<file path="src/verilog/art_map.vh">
// Register map, field positions and constants of the auto-reload capture timer
`ifndef ART_MAP_VH
`define ART_MAP_VH

// Byte addresses on the Wishbone bus
`define ART_ADR_CTRL 8'h00
`define ART_ADR_CNTL 8'h04
`define ART_ADR_CNTH 8'h08
`define ART_ADR_RLDL 8'h0C
`define ART_ADR_RLDH 8'h10
`define ART_ADR_CKEN 8'h14

// Timer control register fields
`define ART_B_HFLAG 7
`define ART_B_LFLAG 6
`define ART_B_LIEN 5
`define ART_B_CAPEN 4
`define ART_B_SPLIT 3
`define ART_B_RUN 2
`define ART_B_SRC1 1
`define ART_B_SRC0 0

// Clock select and interrupt enable register fields
`define ART_B_LSEL 0
`define ART_B_HSEL 1
`define ART_B_IEN 2

// Clock source field codes
`define ART_SRC_EXT 2'h1
`define ART_SRC_CMP 2'h3

// Reset values
`define ART_RST_BYTE 8'h00
`define ART_RST_WORD 32'h00000000

// Byte and word limits
`define ART_BYTE_MAX 8'hFF
`define ART_WORD_MAX 16'hFFFF

// Prescalers
`define ART_DIV_SYS 4'hB
`define ART_DIV_EXT 3'h7

`endif

</file>
<file path="src/verilog/art_timer.v">
// Auto-reload capture timer with a classic Wishbone register slave
//
// Contract
// - Split clear: one 16-bit auto-reload counter
// - 16-bit clocks: system_clock, /12, ext/8, comparator
// - Ext/8 and comparator synchronised to clock
// - 16-bit wrap loads reload outside capture mode (wraps to zero there), sets high flag
// - 16-bit overflow requests interrupt when enabled
// - Low byte wrap interrupts when low enabled
// - Split: two 8-bit counters, own reloads
// - Split: run gates high half only
// - Per-half select: system_clock or source field
// - Split: each half wrap sets its flag
// - Split interrupts: high, plus low if enabled
// - Flags cleared only by software writes
// - Capture enable bit selects capture mode
// - Capture on comparator rise or ext/8
// - Select 1, source bit1 0: system_clock count
// - Capture copies count, sets high flag
// - Low wrap sets low flag in every mode
`timescale 1ns/1ns
`include "art_map.vh"

module art_timer (
   input wire clk_i,
   input wire rst_i,
   input wire cyc_i,
   input wire stb_i,
   input wire we_i,
   input wire [7:0] adr_i,
   input wire [3:0] sel_i,
   input wire [31:0] dat_i,
   output wire [31:0] dat_o,
   output wire ack_o,
   input wire ext_osc_i,
   input wire cmp_i,
   output wire irq_o
);

////////////////////////////////////////////////////////////////////////////////

reg [7:0] ctrl_ff;
reg [7:0] nxt_ctrl;
reg [2:0] cken_ff;
reg [2:0] nxt_cken;
reg [7:0] cntl_ff;
reg [7:0] nxt_cntl;
reg [7:0] cnth_ff;
reg [7:0] nxt_cnth;
reg [7:0] rldl_ff;
reg [7:0] nxt_rldl;
reg [7:0] rldh_ff;
reg [7:0] nxt_rldh;
reg ack_ff;
reg [7:0] rdat_ff;
reg [7:0] nxt_rdat;

// Synchronisers, then edge history read only from the second stage
reg ext_s1_ff;
reg ext_s2_ff;
reg ext_s3_ff;
reg cmp_s1_ff;
reg cmp_s2_ff;
reg cmp_s3_ff;
reg [2:0] ext_div_ff;
reg [3:0] sys_div_ff;

wire req;
wire wr;
wire wr_ctrl;
wire wr_cntl;
wire wr_cnth;
wire wr_rldl;
wire wr_rldh;
wire wr_cken;
wire rd_load;
wire nxt_ack;
wire cap_evt;
wire high_irq;
wire low_irq;
wire ext_rise;
wire ext8_pulse;
wire cmp_rise;
wire sys12_pulse;
reg tick_l;
reg tick_h;
wire trig;
wire split;
wire run;
wire capen;
wire low_wrap;
wire high_wrap;
wire [15:0] cnt16;
wire [15:0] cnt16_inc;
reg set_h;
reg set_l;

////////////////////////////////////////////////////////////////////////////////

assign req = cyc_i & stb_i;
// Writes land on the edge where the master sees ack
assign wr = req & we_i & ack_ff & sel_i[0];
assign wr_ctrl = wr & (adr_i == `ART_ADR_CTRL);
// Decoded write strobes, one per register
assign wr_cntl = wr & (adr_i == `ART_ADR_CNTL);
assign wr_cnth = wr & (adr_i == `ART_ADR_CNTH);
assign wr_rldl = wr & (adr_i == `ART_ADR_RLDL);
assign wr_rldh = wr & (adr_i == `ART_ADR_RLDH);
assign wr_cken = wr & (adr_i == `ART_ADR_CKEN);
// Read data loads only at request start, so it stands until the next access
assign rd_load = req & ~ack_ff;
assign nxt_ack = rd_load;
assign ack_o = ack_ff;
assign dat_o = {24'h000000, rdat_ff};

assign split = ctrl_ff[`ART_B_SPLIT];
assign run = ctrl_ff[`ART_B_RUN];
assign capen = ctrl_ff[`ART_B_CAPEN];
assign cnt16 = {cnth_ff, cntl_ff};
assign cnt16_inc = cnt16 + 16'h0001;

assign ext_rise = ext_s2_ff & ~ext_s3_ff;
assign cmp_rise = cmp_s2_ff & ~cmp_s3_ff;
assign ext8_pulse = ext_rise & (ext_div_ff == `ART_DIV_EXT);
assign sys12_pulse = (sys_div_ff == `ART_DIV_SYS);

always @(posedge clk_i) begin
   if (rst_i) begin
      ext_s1_ff <= 1'b0;
      ext_s2_ff <= 1'b0;
      ext_s3_ff <= 1'b0;
      cmp_s1_ff <= 1'b0;
      cmp_s2_ff <= 1'b0;
      cmp_s3_ff <= 1'b0;
      ext_div_ff <= 3'h0;
      sys_div_ff <= 4'h0;
   end else begin
      ext_s1_ff <= ext_osc_i;
      ext_s2_ff <= ext_s1_ff;
      ext_s3_ff <= ext_s2_ff;
      cmp_s1_ff <= cmp_i;
      cmp_s2_ff <= cmp_s1_ff;
      cmp_s3_ff <= cmp_s2_ff;
      if (ext_rise) begin
         ext_div_ff <= ext_div_ff + 3'h1;
      end
      if (sys12_pulse) begin
         sys_div_ff <= 4'h0;
      end else begin
         sys_div_ff <= sys_div_ff + 4'h1;
      end
   end
end

////////////////////////////////////////////////////////////////////////////////

always @* begin
   case (ctrl_ff[`ART_B_SRC1:`ART_B_SRC0])
      `ART_SRC_EXT: tick_l = ext8_pulse;
      `ART_SRC_CMP: tick_l = cmp_rise;
      default: tick_l = sys12_pulse;
   endcase
   tick_h = tick_l;
   if (cken_ff[`ART_B_LSEL]) begin
      tick_l = 1'b1;
   end
   if (cken_ff[`ART_B_HSEL]) begin
      tick_h = 1'b1;
   end
end

// source bit 1 clear: comparator trigger
assign trig = ctrl_ff[`ART_B_SRC1] ? ext8_pulse : cmp_rise;
assign cap_evt = capen & run & trig;

// 16-bit advance needs run and low-half tick
// split: low free running, high gated by run
assign low_wrap = (split ? tick_l : (run & tick_l)) & (cntl_ff == `ART_BYTE_MAX);
assign high_wrap = split ? (run & tick_h & (cnth_ff == `ART_BYTE_MAX))
                         : (run & tick_l & (cnt16 == `ART_WORD_MAX));

always @* begin
   nxt_cntl = cntl_ff;
   nxt_cnth = cnth_ff;
   nxt_rldl = rldl_ff;
   nxt_rldh = rldh_ff;
   set_h = 1'b0;
   set_l = 1'b0;
   if (split) begin
      if (tick_l) begin
         nxt_cntl = low_wrap ? rldl_ff : cntl_ff + 8'h01;
      end
      if (run & tick_h) begin
         nxt_cnth = high_wrap ? rldh_ff : cnth_ff + 8'h01;
      end
      set_h = high_wrap;
      set_l = low_wrap;
   end else if (run & tick_l) begin
      // 16-bit count, reload on wrap
      // Capture mode wraps to zero since reload holds captures
      if (high_wrap & ~capen) begin
         {nxt_cnth, nxt_cntl} = {rldh_ff, rldl_ff};
      end else begin
         {nxt_cnth, nxt_cntl} = cnt16_inc;
      end
      set_h = high_wrap;
      // low wrap flagged in 16-bit mode too
      set_l = low_wrap;
   end
   // Software writes to the count win over counting
   if (wr_cntl) begin
      nxt_cntl = dat_i[7:0];
   end
   if (wr_cnth) begin
      nxt_cnth = dat_i[7:0];
   end
   if (wr_rldl) begin
      nxt_rldl = dat_i[7:0];
   end
   if (wr_rldh) begin
      nxt_rldh = dat_i[7:0];
   end
   // capture copies count, wins over reload write
   if (cap_evt) begin
      {nxt_rldh, nxt_rldl} = cnt16;
      set_h = 1'b1;
   end
end

////////////////////////////////////////////////////////////////////////////////

// flags set by hardware or by writing 1, cleared only by writes; set wins
always @* begin
   nxt_ctrl = ctrl_ff;
   if (wr_ctrl) begin
      nxt_ctrl = dat_i[7:0];
   end
   if (set_h) begin
      nxt_ctrl[`ART_B_HFLAG] = 1'b1;
   end
   if (set_l) begin
      nxt_ctrl[`ART_B_LFLAG] = 1'b1;
   end
end

// interrupt request from flags and enables
assign high_irq = ctrl_ff[`ART_B_HFLAG];
assign low_irq = ctrl_ff[`ART_B_LIEN] & ctrl_ff[`ART_B_LFLAG];
assign irq_o = cken_ff[`ART_B_IEN] & (high_irq | low_irq);

// Clock select and interrupt enable register
always @* begin
   nxt_cken = cken_ff;
   if (wr_cken) begin
      nxt_cken = dat_i[2:0];
   end
end

// Read data captured in the request's first cycle; unmapped reads zero
always @* begin
   case (adr_i)
      `ART_ADR_CTRL: nxt_rdat = ctrl_ff;
      `ART_ADR_CNTL: nxt_rdat = cntl_ff;
      `ART_ADR_CNTH: nxt_rdat = cnth_ff;
      `ART_ADR_RLDL: nxt_rdat = rldl_ff;
      `ART_ADR_RLDH: nxt_rdat = rldh_ff;
      `ART_ADR_CKEN: nxt_rdat = {5'h00, cken_ff};
      default: nxt_rdat = `ART_RST_BYTE;
   endcase
end

always @(posedge clk_i) begin
   if (rst_i) begin
      ctrl_ff <= `ART_RST_BYTE;
      cken_ff <= 3'h0;
      cntl_ff <= `ART_RST_BYTE;
      cnth_ff <= `ART_RST_BYTE;
      rldl_ff <= `ART_RST_BYTE;
      rldh_ff <= `ART_RST_BYTE;
      ack_ff <= 1'b0;
      rdat_ff <= `ART_RST_BYTE;
   end else begin
      ctrl_ff <= nxt_ctrl;
      cntl_ff <= nxt_cntl;
      cnth_ff <= nxt_cnth;
      rldl_ff <= nxt_rldl;
      rldh_ff <= nxt_rldh;
      ack_ff <= nxt_ack;
      if (rd_load) begin
         rdat_ff <= nxt_rdat;
      end
      cken_ff <= nxt_cken;
   end
end

endmodule // art_timer

</file>
<file path="config.mk">
export PLATFORM = sky130hd
export DESIGN_NAME = art_timer
export DESIGN_NICKNAME = d
export VERILOG_FILES = /design/src/verilog/art_timer.v
export VERILOG_INCLUDE_DIRS = /design/src /design/src/verilog
export SDC_FILE = /design/constraint.sdc
export NUM_CORES = 1
export LEC_CHECK = 0
export BUFFER_PORTS_ARGS = -buffer_cell sky130_fd_sc_hd__buf_4
export CORE_MARGIN = 3
export CORE_UTILIZATION = 35
export CTS_BUF_LIST = sky130_fd_sc_hd__clkbuf_8
export CTS_CLUSTER_SIZE = 8
export DETAILED_ROUTE_END_ITERATION = 16
export GPL_ROUTABILITY_DRIVEN = 0
export PLACE_DENSITY_LB_ADDON = 0.1
export SLEW_MARGIN = 20
export SYNTH_ARGS = -nofsm -noshare
export SYNTH_HDL_FRONTEND = slang
export SYNTH_SLANG_ARGS = --single-unit
</file>
<file path="constraint.sdc">
create_clock -name clk_i -period 3 [get_ports clk_i]
set_clock_uncertainty 0.2 [all_clocks]
set_input_delay 0.6 -clock clk_i [delete_from_list [all_inputs] [get_ports clk_i]]
set_output_delay 0.6 -clock clk_i [all_outputs]
set_load 0.005 [all_outputs]
</file>
Word level (Yosys, flattened, before mapping) --
Cells that the tools add are included.
Storage, ports and cells: flip-flop bits (word level) 65, output and inout port bits 34, logic and storage cells 107
Operators by class: add/subtract/negate cells 5, equal/unequal tests 14, multiplexer cells 31, bitwise operators 29, reduce and logical (&&, ||, !) cells 10
Operators by type and width (count):
- 8-bit two-way mux | 17
- 8-bit one-hot mux with 6 select lines | 1
- 1-bit bitwise AND | 24
- 16-bit by 1-bit adder with 16-bit output, second input constant | 1
- 8-bit by 1-bit adder with 8-bit output, second input constant | 2
- 16-bit == test, second input constant | 1
- 8-bit by 4-bit == test with 1-bit output, second input constant | 2
- 8-bit by 5-bit == test with 1-bit output, second input constant | 2
- 8-bit == test, second input constant | 2
- 1-bit two-way mux | 12
- 8-bit by 3-bit == test with 1-bit output, second input constant | 1
- 8-bit logical NOT | 1
- 2-bit nonzero test | 4
- 3-bit by 1-bit inequality test with 1-bit output, second input constant | 2
- 3-bit nonzero test | 2
- 4-bit by 1-bit adder with 4-bit output, second input constant | 1
- 4-bit == test, second input constant | 1
- 1-bit NOT | 4
- 2-bit AND reduction | 2
- 3-bit by 1-bit adder with 3-bit output, second input constant | 1
- 3-bit == test, second input constant | 1
- 2-bit by 1-bit == test with 1-bit output, second input constant | 1
- 2-bit == test, second input constant | 1
- 1-bit one-hot mux with 2 select lines | 1
- other kinds (2) | 2

Logic depth before layout (Yosys ltp) --
Gate-level depths: netlist of run 1.
word-level depth 13, gate-level depth with buffers 9

Least setup slack after synthesis of run 1 --
Ideal clock, no wire load.
path type input-to-reg, start point input port adr_i[5], end point register cntl_ff[4], library setup time 0.103 ns, data arrival time 2.275 ns, data required time 2.697 ns, setup slack 0.422 ns, cell stages on the path 8, path buffers 3, cell sequence or3_1 -> buf_6 -> or3_1 -> buf_6 -> nor3_4 -> buf_6 -> nor2_1 -> a2111oi_2
Between the ends: word-level cells in the longest chain between the ends 4
Ends and longest elaborated chain:
- from (decl) | RTL line art_timer.v:30 | input wire [7:0] adr_i,
- 8-bit by 3-bit == test with 1-bit output *
- 1-bit bitwise AND * | RTL line art_timer.v:105 | assign wr_cntl = wr & (adr_i == `ART_ADR_CNTL);
- 3-bit by 1-bit inequality test with 1-bit output (no line) / 3-bit nonzero test (equally long branches)
- 2-bit AND reduction (no line)
- to (signal assigned) | RTL line art_timer.v:276 | cntl_ff <= `ART_RST_BYTE;
- to (signal assigned) | RTL line art_timer.v:284 | cntl_ff <= nxt_cntl;
- to (decl) | RTL line art_timer.v:46 | reg [7:0] cntl_ff;
Mark *: on every way between the ends. The rest lies on a longest branch, timed or not. A chain may end at the register's enable or synchronous reset.

Final worst setup path of run 1 --
start point register ext_div_ff[0], end point register cnth_ff[7]
Between the ends: word-level cells in the longest chain between the ends 12
Ends and longest elaborated chain:
- from (decl) | RTL line art_timer.v:65 | reg [2:0] ext_div_ff;
- from (signal assigned) | RTL line art_timer.v:145 | ext_div_ff <= ext_div_ff + 3'h1;
- 3-bit == test (no line) *
- 1-bit bitwise AND * | RTL line art_timer.v:124 | assign ext8_pulse = ext_rise & (ext_div_ff == `ART_DIV_EXT);
- 1-bit one-hot mux with 2 select lines * | RTL line art_timer.v:158 | case (ctrl_ff[`ART_B_SRC1:`ART_B_SRC0])
- 1-bit two-way mux (on tied branches) | RTL line art_timer.v:164, art_timer.v:167
- 1-bit bitwise AND (on tied branches)
- 1-bit bitwise AND (on tied branches) | RTL line art_timer.v:180, art_timer.v:179
- 1-bit two-way mux | RTL line art_timer.v:179 | assign high_wrap = split ? (run & tick_h & (cnth_ff == `ART_BYTE_MAX))
- 1-bit bitwise AND | RTL line art_timer.v:201 | if (high_wrap & ~capen) begin
- 8-bit two-way mux | RTL line art_timer.v:201
- 8-bit two-way mux | RTL line art_timer.v:198 | end else if (run & tick_l) begin
- 8-bit two-way mux | RTL line art_timer.v:189 | if (split) begin
- 8-bit two-way mux | RTL line art_timer.v:214 | if (wr_cnth) begin
- to (signal assigned) | RTL line art_timer.v:277 | cnth_ff <= `ART_RST_BYTE;
- to (signal assigned) | RTL line art_timer.v:285 | cnth_ff <= nxt_cnth;
- to (decl) | RTL line art_timer.v:48 | reg [7:0] cnth_ff;
Mark *: on every way between the ends. The rest lies on a longest branch, timed or not. The select of a mux whose other input is x is not followed.

==> impl.org, run 1 <==
** Worst setup path
- Maximum fanout encountered on the critical timing path :: 5
- Type of destination of the critical path :: flip-flop
- The largest single stage delay on the critical path is 390 ps.
- The slowest stage of the critical path belongs to the cell o311ai_1.
- Family of cells with the greatest summed delay on the critical path :: compound AO/OA/AOI/OAI gates
- CP startpoint kind :: flip-flop
- Critical path data arrival time :: 2670 ps
- Data required time of the worst path :: around 3000 ps
- WS Path Type :: reg2reg
- Buffering stage count on the worst path with inverters included :: 1
- R2R setup slack :: roughly 330 ps
- Traced cell by cell, the critical path runs through ha_1 > ha_1 > nand3b_1 > o311ai_1 > buf_4 > o2111ai_1 > a22o_1 > o2111ai_1 > a31oi_1.

** Route
- For this run, design rule violations remaining after detail routing come to 0.
- Top layer used by detailed routing :: met4
- Number of design-rule violations left by the first detailed-router iteration :: about 360
- Routed vias :: 3938
- Average routed wire per standard cell :: approximately 19 um
- In this run the remaining antenna-violating nets after routing total 0.
- After detailed routing, the met3 layer carries around 830 um of wire.
- In the detailed route, the total length drawn on met2 is 6030 um.
- For this block, wires on met1 add up to 6240 um.
- First-pass iteration count of the detailed router :: 5
- For this block, the routed nets add up to 13300 um of wire.
- After detailed routing, the number of vias per cell comes to 5.65.

** Layout
- Fin area :: 4800 um2
- Post-route non-filler standard cell count :: between 600 and 700
- Commonest cells after routing, fill and taps aside :: 67 x buf_4, 65 x dfxtp_1, 58 x nor2_1, 35 x nand2_1, 30 x mux2i_1
- Area delta synth->final :: 14.9%
- Core occupancy in the finished layout :: 0.415
- The net count of the finished layout is 607.
- Layout cell share with drive strength beyond 1 :: 0.181
- Diode count :: 0
- Most frequent standard cell in the layout excluding fill and tap cells :: buf_4

** Power
- Maximum VDD drop :: approximately 0.2 mV
- Leakage power summed over all cells :: 1.81 nW
- PnR Total Power :: ~1.8 mW
- Power density normalized to cell area :: 371 nW/um2

** Timing
- Slew Viols, Final :: 0
- Normalized max-slew margin :: 0.497
- Setup repair after global routing left no endpoint under its margin.
- Final worst-path cycle share :: 0.889
- For the pin with the worst max-slew slack, the measured transition is roughly 750 ps.
- The number of failing hold endpoints at the final stage came to 0.
- After routing, the total negative slack on setup checks comes to 0 ps.
- Final critical path time including I/O delays and setup :: 2670 ps
- Maximum clock frequency :: 375 MHz
- Setup violations remaining at the end of the flow were counted as 0.

** Floorplanning
- Row Count :: 39
- Die ar. :: ~13000 um2
- The die is 115 um tall.
- The region available for standard cell placement spans ~12000 um2.
- Die width :: ~120 um
- Initial standard-cell utilization of the core :: 0.361
- Number of top-level pins :: 85

** Job
- Number of max-cap violations :: 0

** GRT
- Maximum number of pins on one net before global-route repair :: 68
- Global routing finished with a remaining overflow of 0.
- First-pass GRT wire length :: 21100 um
- The number of global-route vias before repair was 3641.
- Number of antenna violations at the first check in global routing :: 0
- Overall track demand over capacity in global routing :: 0.206

** Clock network
- Clock latency of the later-clocked register in the worst-skew pair :: 350 ps
- # Post-CTS Setup Buffers :: 0
- The clock passes through at most 2 buffers.
- After clock tree synthesis, the clock-pin slew on the worst setup and hold paths is 70 ps.
- Number of CTS-inserted buffers :: 9
- Buffers inserted to repair hold after CTS numbered 0.
- The clock tree synthesis step divided the H-tree into 3 levels.
- TritonCTS built the clock tree.
- Once the clock tree was built, the resizer swapped 0 gates to a different size.
- The cell sitting at the root of the clock tree is a clkbuf_8.
- For this design, the sink count on the clock tree is 65.

** Hold path
- In this run the worst hold path is classified as reg2reg.

** Synth
- Top flip-flop cell by instance count after synthesis :: dfxtp_1
- Counting flops and latches in the post-synthesis netlist gives 65.
- Sequential fraction of the synthesis area :: 0.311
- Synth warn :: 0
- Summing every instance area after synthesis gives 4180 um2.
- Number of standard cells after synthesis :: roughly 510
- Of all flip-flops after synthesis, the portion carrying an async set or reset was 0.
- Counting flops with a built-in enable in the synthesized netlist gives 0.
- After synthesis, the mean cell area works out to 8.18 um2.
- Number of distinct library cell variants in the gate-level netlist after synthesis :: 65

** Place
- Once detailed placement completed, the half-perimeter wirelength came to 9820 um.
- Once placement finished, the instance area stood at 4600 um2.
- Buffers added on ports :: 33
- Placed Instances :: a little under 700

** Status
- The run finished with clean final reports.
-- cell type report --
class	count	area [um2]
Clock buffer	12	165
Clock inverter	2	37.5
Fill cell	1185	6760
Inverter	10	37.5
Multi-Input combinational cell	397	2560
Sequential cell	65	1300
Tap cell	143	179
Timing Repair Buffer	68	523
-- final timing paths --
path	endpoint	cells past startpoint	start
max	cnth_ff[7]	9	ext_div_ff[0]
min	ext_s2_ff	1	ext_s1_ff
max reg2reg	cnth_ff[7]	9	ext_div_ff[0]
min reg2reg	ext_s2_ff	1	ext_s1_ff
-- stage by stage --
| stage | worst slack [ps] | hold slack, ps |
|---|---|---|
| finish | 332 | 248 |
| global route | 141 | 246 |
| CTS | 347 | 248 |
| detailed placement | 365 | 234 |
| global placement | 366 | 219 |
| floorplan | 422 | 214 |
-- worst register-to-register path, delay by kind of cell (launching register included) --
kind,cells,cell delay [ps]
AOI/OAI and AO/OA,5,1290
DFF,1,350
and+or+nand+nor,1,130
buffers and inverters,1,210
adders and majority gates,2,340
-- flip-flops by register name (all words and copies together), names as in the netlist, 3 cells and up --
name        cells
rldl_ff         8
cntl_ff         8
rldh_ff         8
sys_div_ff      4
rdat_ff         8
cnth_ff         8
cken_ff         3
ext_div_ff      3
ctrl_ff         8
-- cell usage after synthesis (4+ instances only) --
library cell | instances | share of area
nor2b_1 | 9 | 0.013
a21o_1 | 4 | 0.0072
nand4_1 | 9 | 0.013
nor4_1 | 4 | 0.0060
or2_2 | 4 | 0.0060
nor2_1 | 58 | 0.052
a31oi_1 | 7 | 0.010
nand2b_1 | 6 | 0.0090
dfxtp_1 | 65 | 0.31
a211oi_1 | 20 | 0.036
mux2i_1 | 30 | 0.072
o311a_1 | 4 | 0.0096
o31ai_1 | 4 | 0.0072
nand2_1 | 35 | 0.031
nor3b_1 | 4 | 0.0072
ha_1 | 5 | 0.015
a222oi_1 | 8 | 0.019
o21ai_0 | 24 | 0.029
nand3_1 | 15 | 0.018
clkbuf_1 | 23 | 0.021
xor2_1 | 7 | 0.015
or3_1 | 7 | 0.010
inv_1 | 10 | 0.0090
xnor2_1 | 9 | 0.019
a22oi_1 | 10 | 0.018
a21oi_1 | 22 | 0.026
nor3_1 | 13 | 0.016
buf_1 | 4 | 0.0036
buf_4 | 29 | 0.052
-- kinds of logic (layout without fill, tap and decap cells) --
logic type,Yosys count,after routing,share of synthesized area
DFF,65,65,0.311
buffers and inverters,72,92,0.0970
muxes,33,33,0.0799
xor gates and xnor gates,16,16,0.0335
and+or+nand+nor,185,185,0.231
other,1,24,0.000897
adders and majority gates,5,5,0.0150
AOI/OAI and AO/OA,134,134,0.231
-- power breakdown --
group | switching, mW | internal (mW) | total, mW | leakage (nW)
Sequential | 0.00680 | 0.873 | 0.880 | 0.526
Clock | 0.345 | 0.443 | 0.788 | 0.101
Combinational | 0.0674 | 0.0456 | 0.113 | 1.19
Total | 0.420 | 1.36 | 1.78 | 1.81
-- layer usage --
layer  vias up  global-route usage
met5         -                   0
met4         0              0.0516
met3        12              0.0421
met2       153               0.316
met1      1861               0.294
li1       1912                   -
Note: power is estimated with default switching activity, not from simulation.
==> run 2, diff against run 1 <==
CORE_MARGIN = 2   (was 3)
==> impl.org, run 2 (synthesized netlist as in run 1, its figures left out) <==
** Status
- Status :: complete, but fails checks (was completed)
- The final reports fail on DRC.

** Layout
- The signed area change from the synthesized netlist to the final layout was 15.6% (was 14.9%).
- Layout cell share with drive strength beyond 1 :: 0.183 (was 0.181)
- Post-route non-filler standard cell count :: 700 (was 697)
- Fin nets :: 609 (was 607)
- The count of fill cells added during filler insertion was 1227 (was 1185).
- Commonest cells after routing, fill and taps aside: 70 x buf_4, 65 x dfxtp_1, 58 x nor2_1, 35 x nand2_1, 30 x mux2i_1 (was 67 x buf_4, 65 x dfxtp_1, 58 x nor2_1, 35 x nand2_1, 30 x mux2i_1).
- Fin area :: 4830 um2 (was 4800 um2)
- The leading cell type in the layout, fill and taps excluded is buf_4 (unchanged).
- The count of inserted antenna diode cells was 0 (unchanged).
- Core occupancy in the finished layout :: 0.419 (was 0.415)

** Route
- The number of vias in the routed layout was 4026 (was 3938).
- The residual DRC count is 4 (was 0).
- The detailed router's first-iteration violation count was 277 (was 359).
- The final routed wire length divided by cell count is 19.1 um (was 19.0 um).
- The remaining antenna violation count was 0 (unchanged).
- First-pass iteration count of the detailed router :: 11 (was 5)
- Total wire length after detailed routing :: 13400 um (was 13300 um)
- The detail-routed via count per cell is 5.75 (was 5.65).

** Place
- Post-DP Area :: 4600 um2 (about the same)
- The number of buffers added on ports is 33 (unchanged).
- The worst slack at placement is 226 ps (was 365 ps).
- Placed Instances :: 685 (was 683)
- Final HPWL DP :: 9920 um (was 9820 um)

** Timing
- The worst relative slew slack is 0.286 (was 0.497).
- RSZ-0062 raised after global routing :: no (unchanged)
- Hold Violations, Final :: 0 (unchanged)
- Final Setup Violations :: 0 (unchanged)
- The slew at the pin with the worst max-slew slack came to 1070 ps (was 755 ps).
- Fin Hold WS :: 238 ps (was 248 ps)
- The final period demand of the worst path came to 2780 ps (was 2670 ps).
- Slew Viols, Final :: 0 (unchanged)
- Final worst-path cycle share :: 0.928 (was 0.889)
- Minimum setup slack in the final design :: 215 ps (was 332 ps)
- The highest attainable clock frequency was 359 MHz (was 375 MHz).
- Aggregate negative setup slack :: 0 ps (unchanged)

** Floorplanning
- The number of top-level pins was 85 (unchanged).
- The x dimension of the die came to 113 um (was 115 um).
- Die ar. :: 12800 um2 (was 13300 um2)
- The area inside the core boundary was 11500 um2 (was 11600 um2).
- Initial standard-cell utilization of the core :: 0.363 (was 0.361)
- The number of cell rows came to 39 (unchanged).
- Die Span Y :: 113 um (was 115 um)

** Power
- The worst supply voltage drop on vdd is 0.182 mV (was 0.195 mV).
- The sum of internal, switching and leakage power came to 1.87 mW (was 1.78 mW).
- Leakage power summed over all cells :: 1.84 nW (was 1.81 nW)
- The power density over cell area came to 386 nW/um2 (was 371 nW/um2).

** Clock network
- The clock-pin slew on the worst setup and hold paths came to 70 ps (about the same).
- # Post-CTS Setup Buffers :: 0 (unchanged)
- The number of H-tree branching levels is 3 (unchanged).
- Buffer depth of the longest clock path :: 2 (unchanged)
- The post-cts hold buffer count was 0 (unchanged).
- Clock sinks :: 65 (unchanged)
- The source-to-sink clock delay at the later pin of the worst-skew pair is 360 ps (was 350 ps).
- The count of cells resized by post-cts repair was 0 (unchanged).
- Clock tree from TritonCTS :: yes (unchanged)
- CTS Root Buffer Type :: clkbuf_8 (unchanged)
- The TritonCTS buffer count came to 9 (unchanged).

** GRT
- Number of global-route vias before repair :: 3835 (was 3641)
- Maximum number of pins on one net before global-route repair :: 68 (unchanged)
- The number of antenna violations at the first check in global routing is 0 (unchanged).
- The aggregate global-route resource usage is 0.214 (was 0.206).
- The residual overflow from global routing is 0 (unchanged).
- First-pass GRT wire length :: 21200 um (was 21100 um)

** Worst setup path
- Type of destination of the critical path :: flip-flop (unchanged)
- WS Path Type :: reg2reg (unchanged)
- R2R setup slack :: 220 ps (was 330 ps)
- The maximum net fanout on the critical path was 7 (was 5).
- Data required time of the worst path :: 3010 ps (was 3000 ps)
- Critical path data arrival time :: 2800 ps (was 2670 ps)
- CP startpoint kind :: flip-flop (unchanged)

** Job
- Number of max-cap violations :: 0 (unchanged)

** Hold path
- The kind of path behind the tightest hold check is reg2reg (unchanged).
[run 2: changes by cell type in the layout (fill, tap and decap cells not counted)]
cell,change
clkinvlp_4,-1
inv_1,+1
bufinv_16,+1
buf_4,+3
buf_12,-1
[run 2: final cells by class]
cell class                 count  area, um2  area share
clock inverter                 3       63.8      0.0132
multi-input combinational    397       2560       0.530
inverter                      10       37.5     0.00777
timing repair buffer          70        526       0.109
tap                          143        179      0.0370
sequential                    65       1300       0.269
clock buffer                  12        165      0.0342
[run 2: final timing paths]
| check | cells past startpoint | end | start |
|---|---|---|---|
| worst max-delay path | 7 | cntl_ff[1] | cnth_ff[1] |
| worst min-delay path | 1 | ext_s2_ff | ext_s1_ff |
| worst max register to register | 7 | cntl_ff[1] | cnth_ff[1] |
| worst min register to register | 1 | ext_s2_ff | ext_s1_ff |
[run 2: power breakdown]
part,total (mW),switching (mW),internal [mW]
sequential,0.880,0.00698,0.873
combinational,0.112,0.0667,0.0455
clock,0.875,0.346,0.529
[run 2: metal layers]
layer | track usage | vias to the layer above | routed length [um]
met2 | 0.349 | 160 | 6190
met5 | 0 | - | 0
li1 | - | 1918 | -
met1 | 0.283 | 1926 | 6060
met4 | 0.0667 | 0 | 289
met3 | 0.0477 | 22 | 858
[run 2: worst max-delay path, stage by stage (launching register included)]
cell      delay (ps)
dfxtp_1          550
ha_1             240
and4_1           370
a31oi_1          180
a211oi_4         450
mux2_2           390
o21ai_0          170
a21oi_1           90
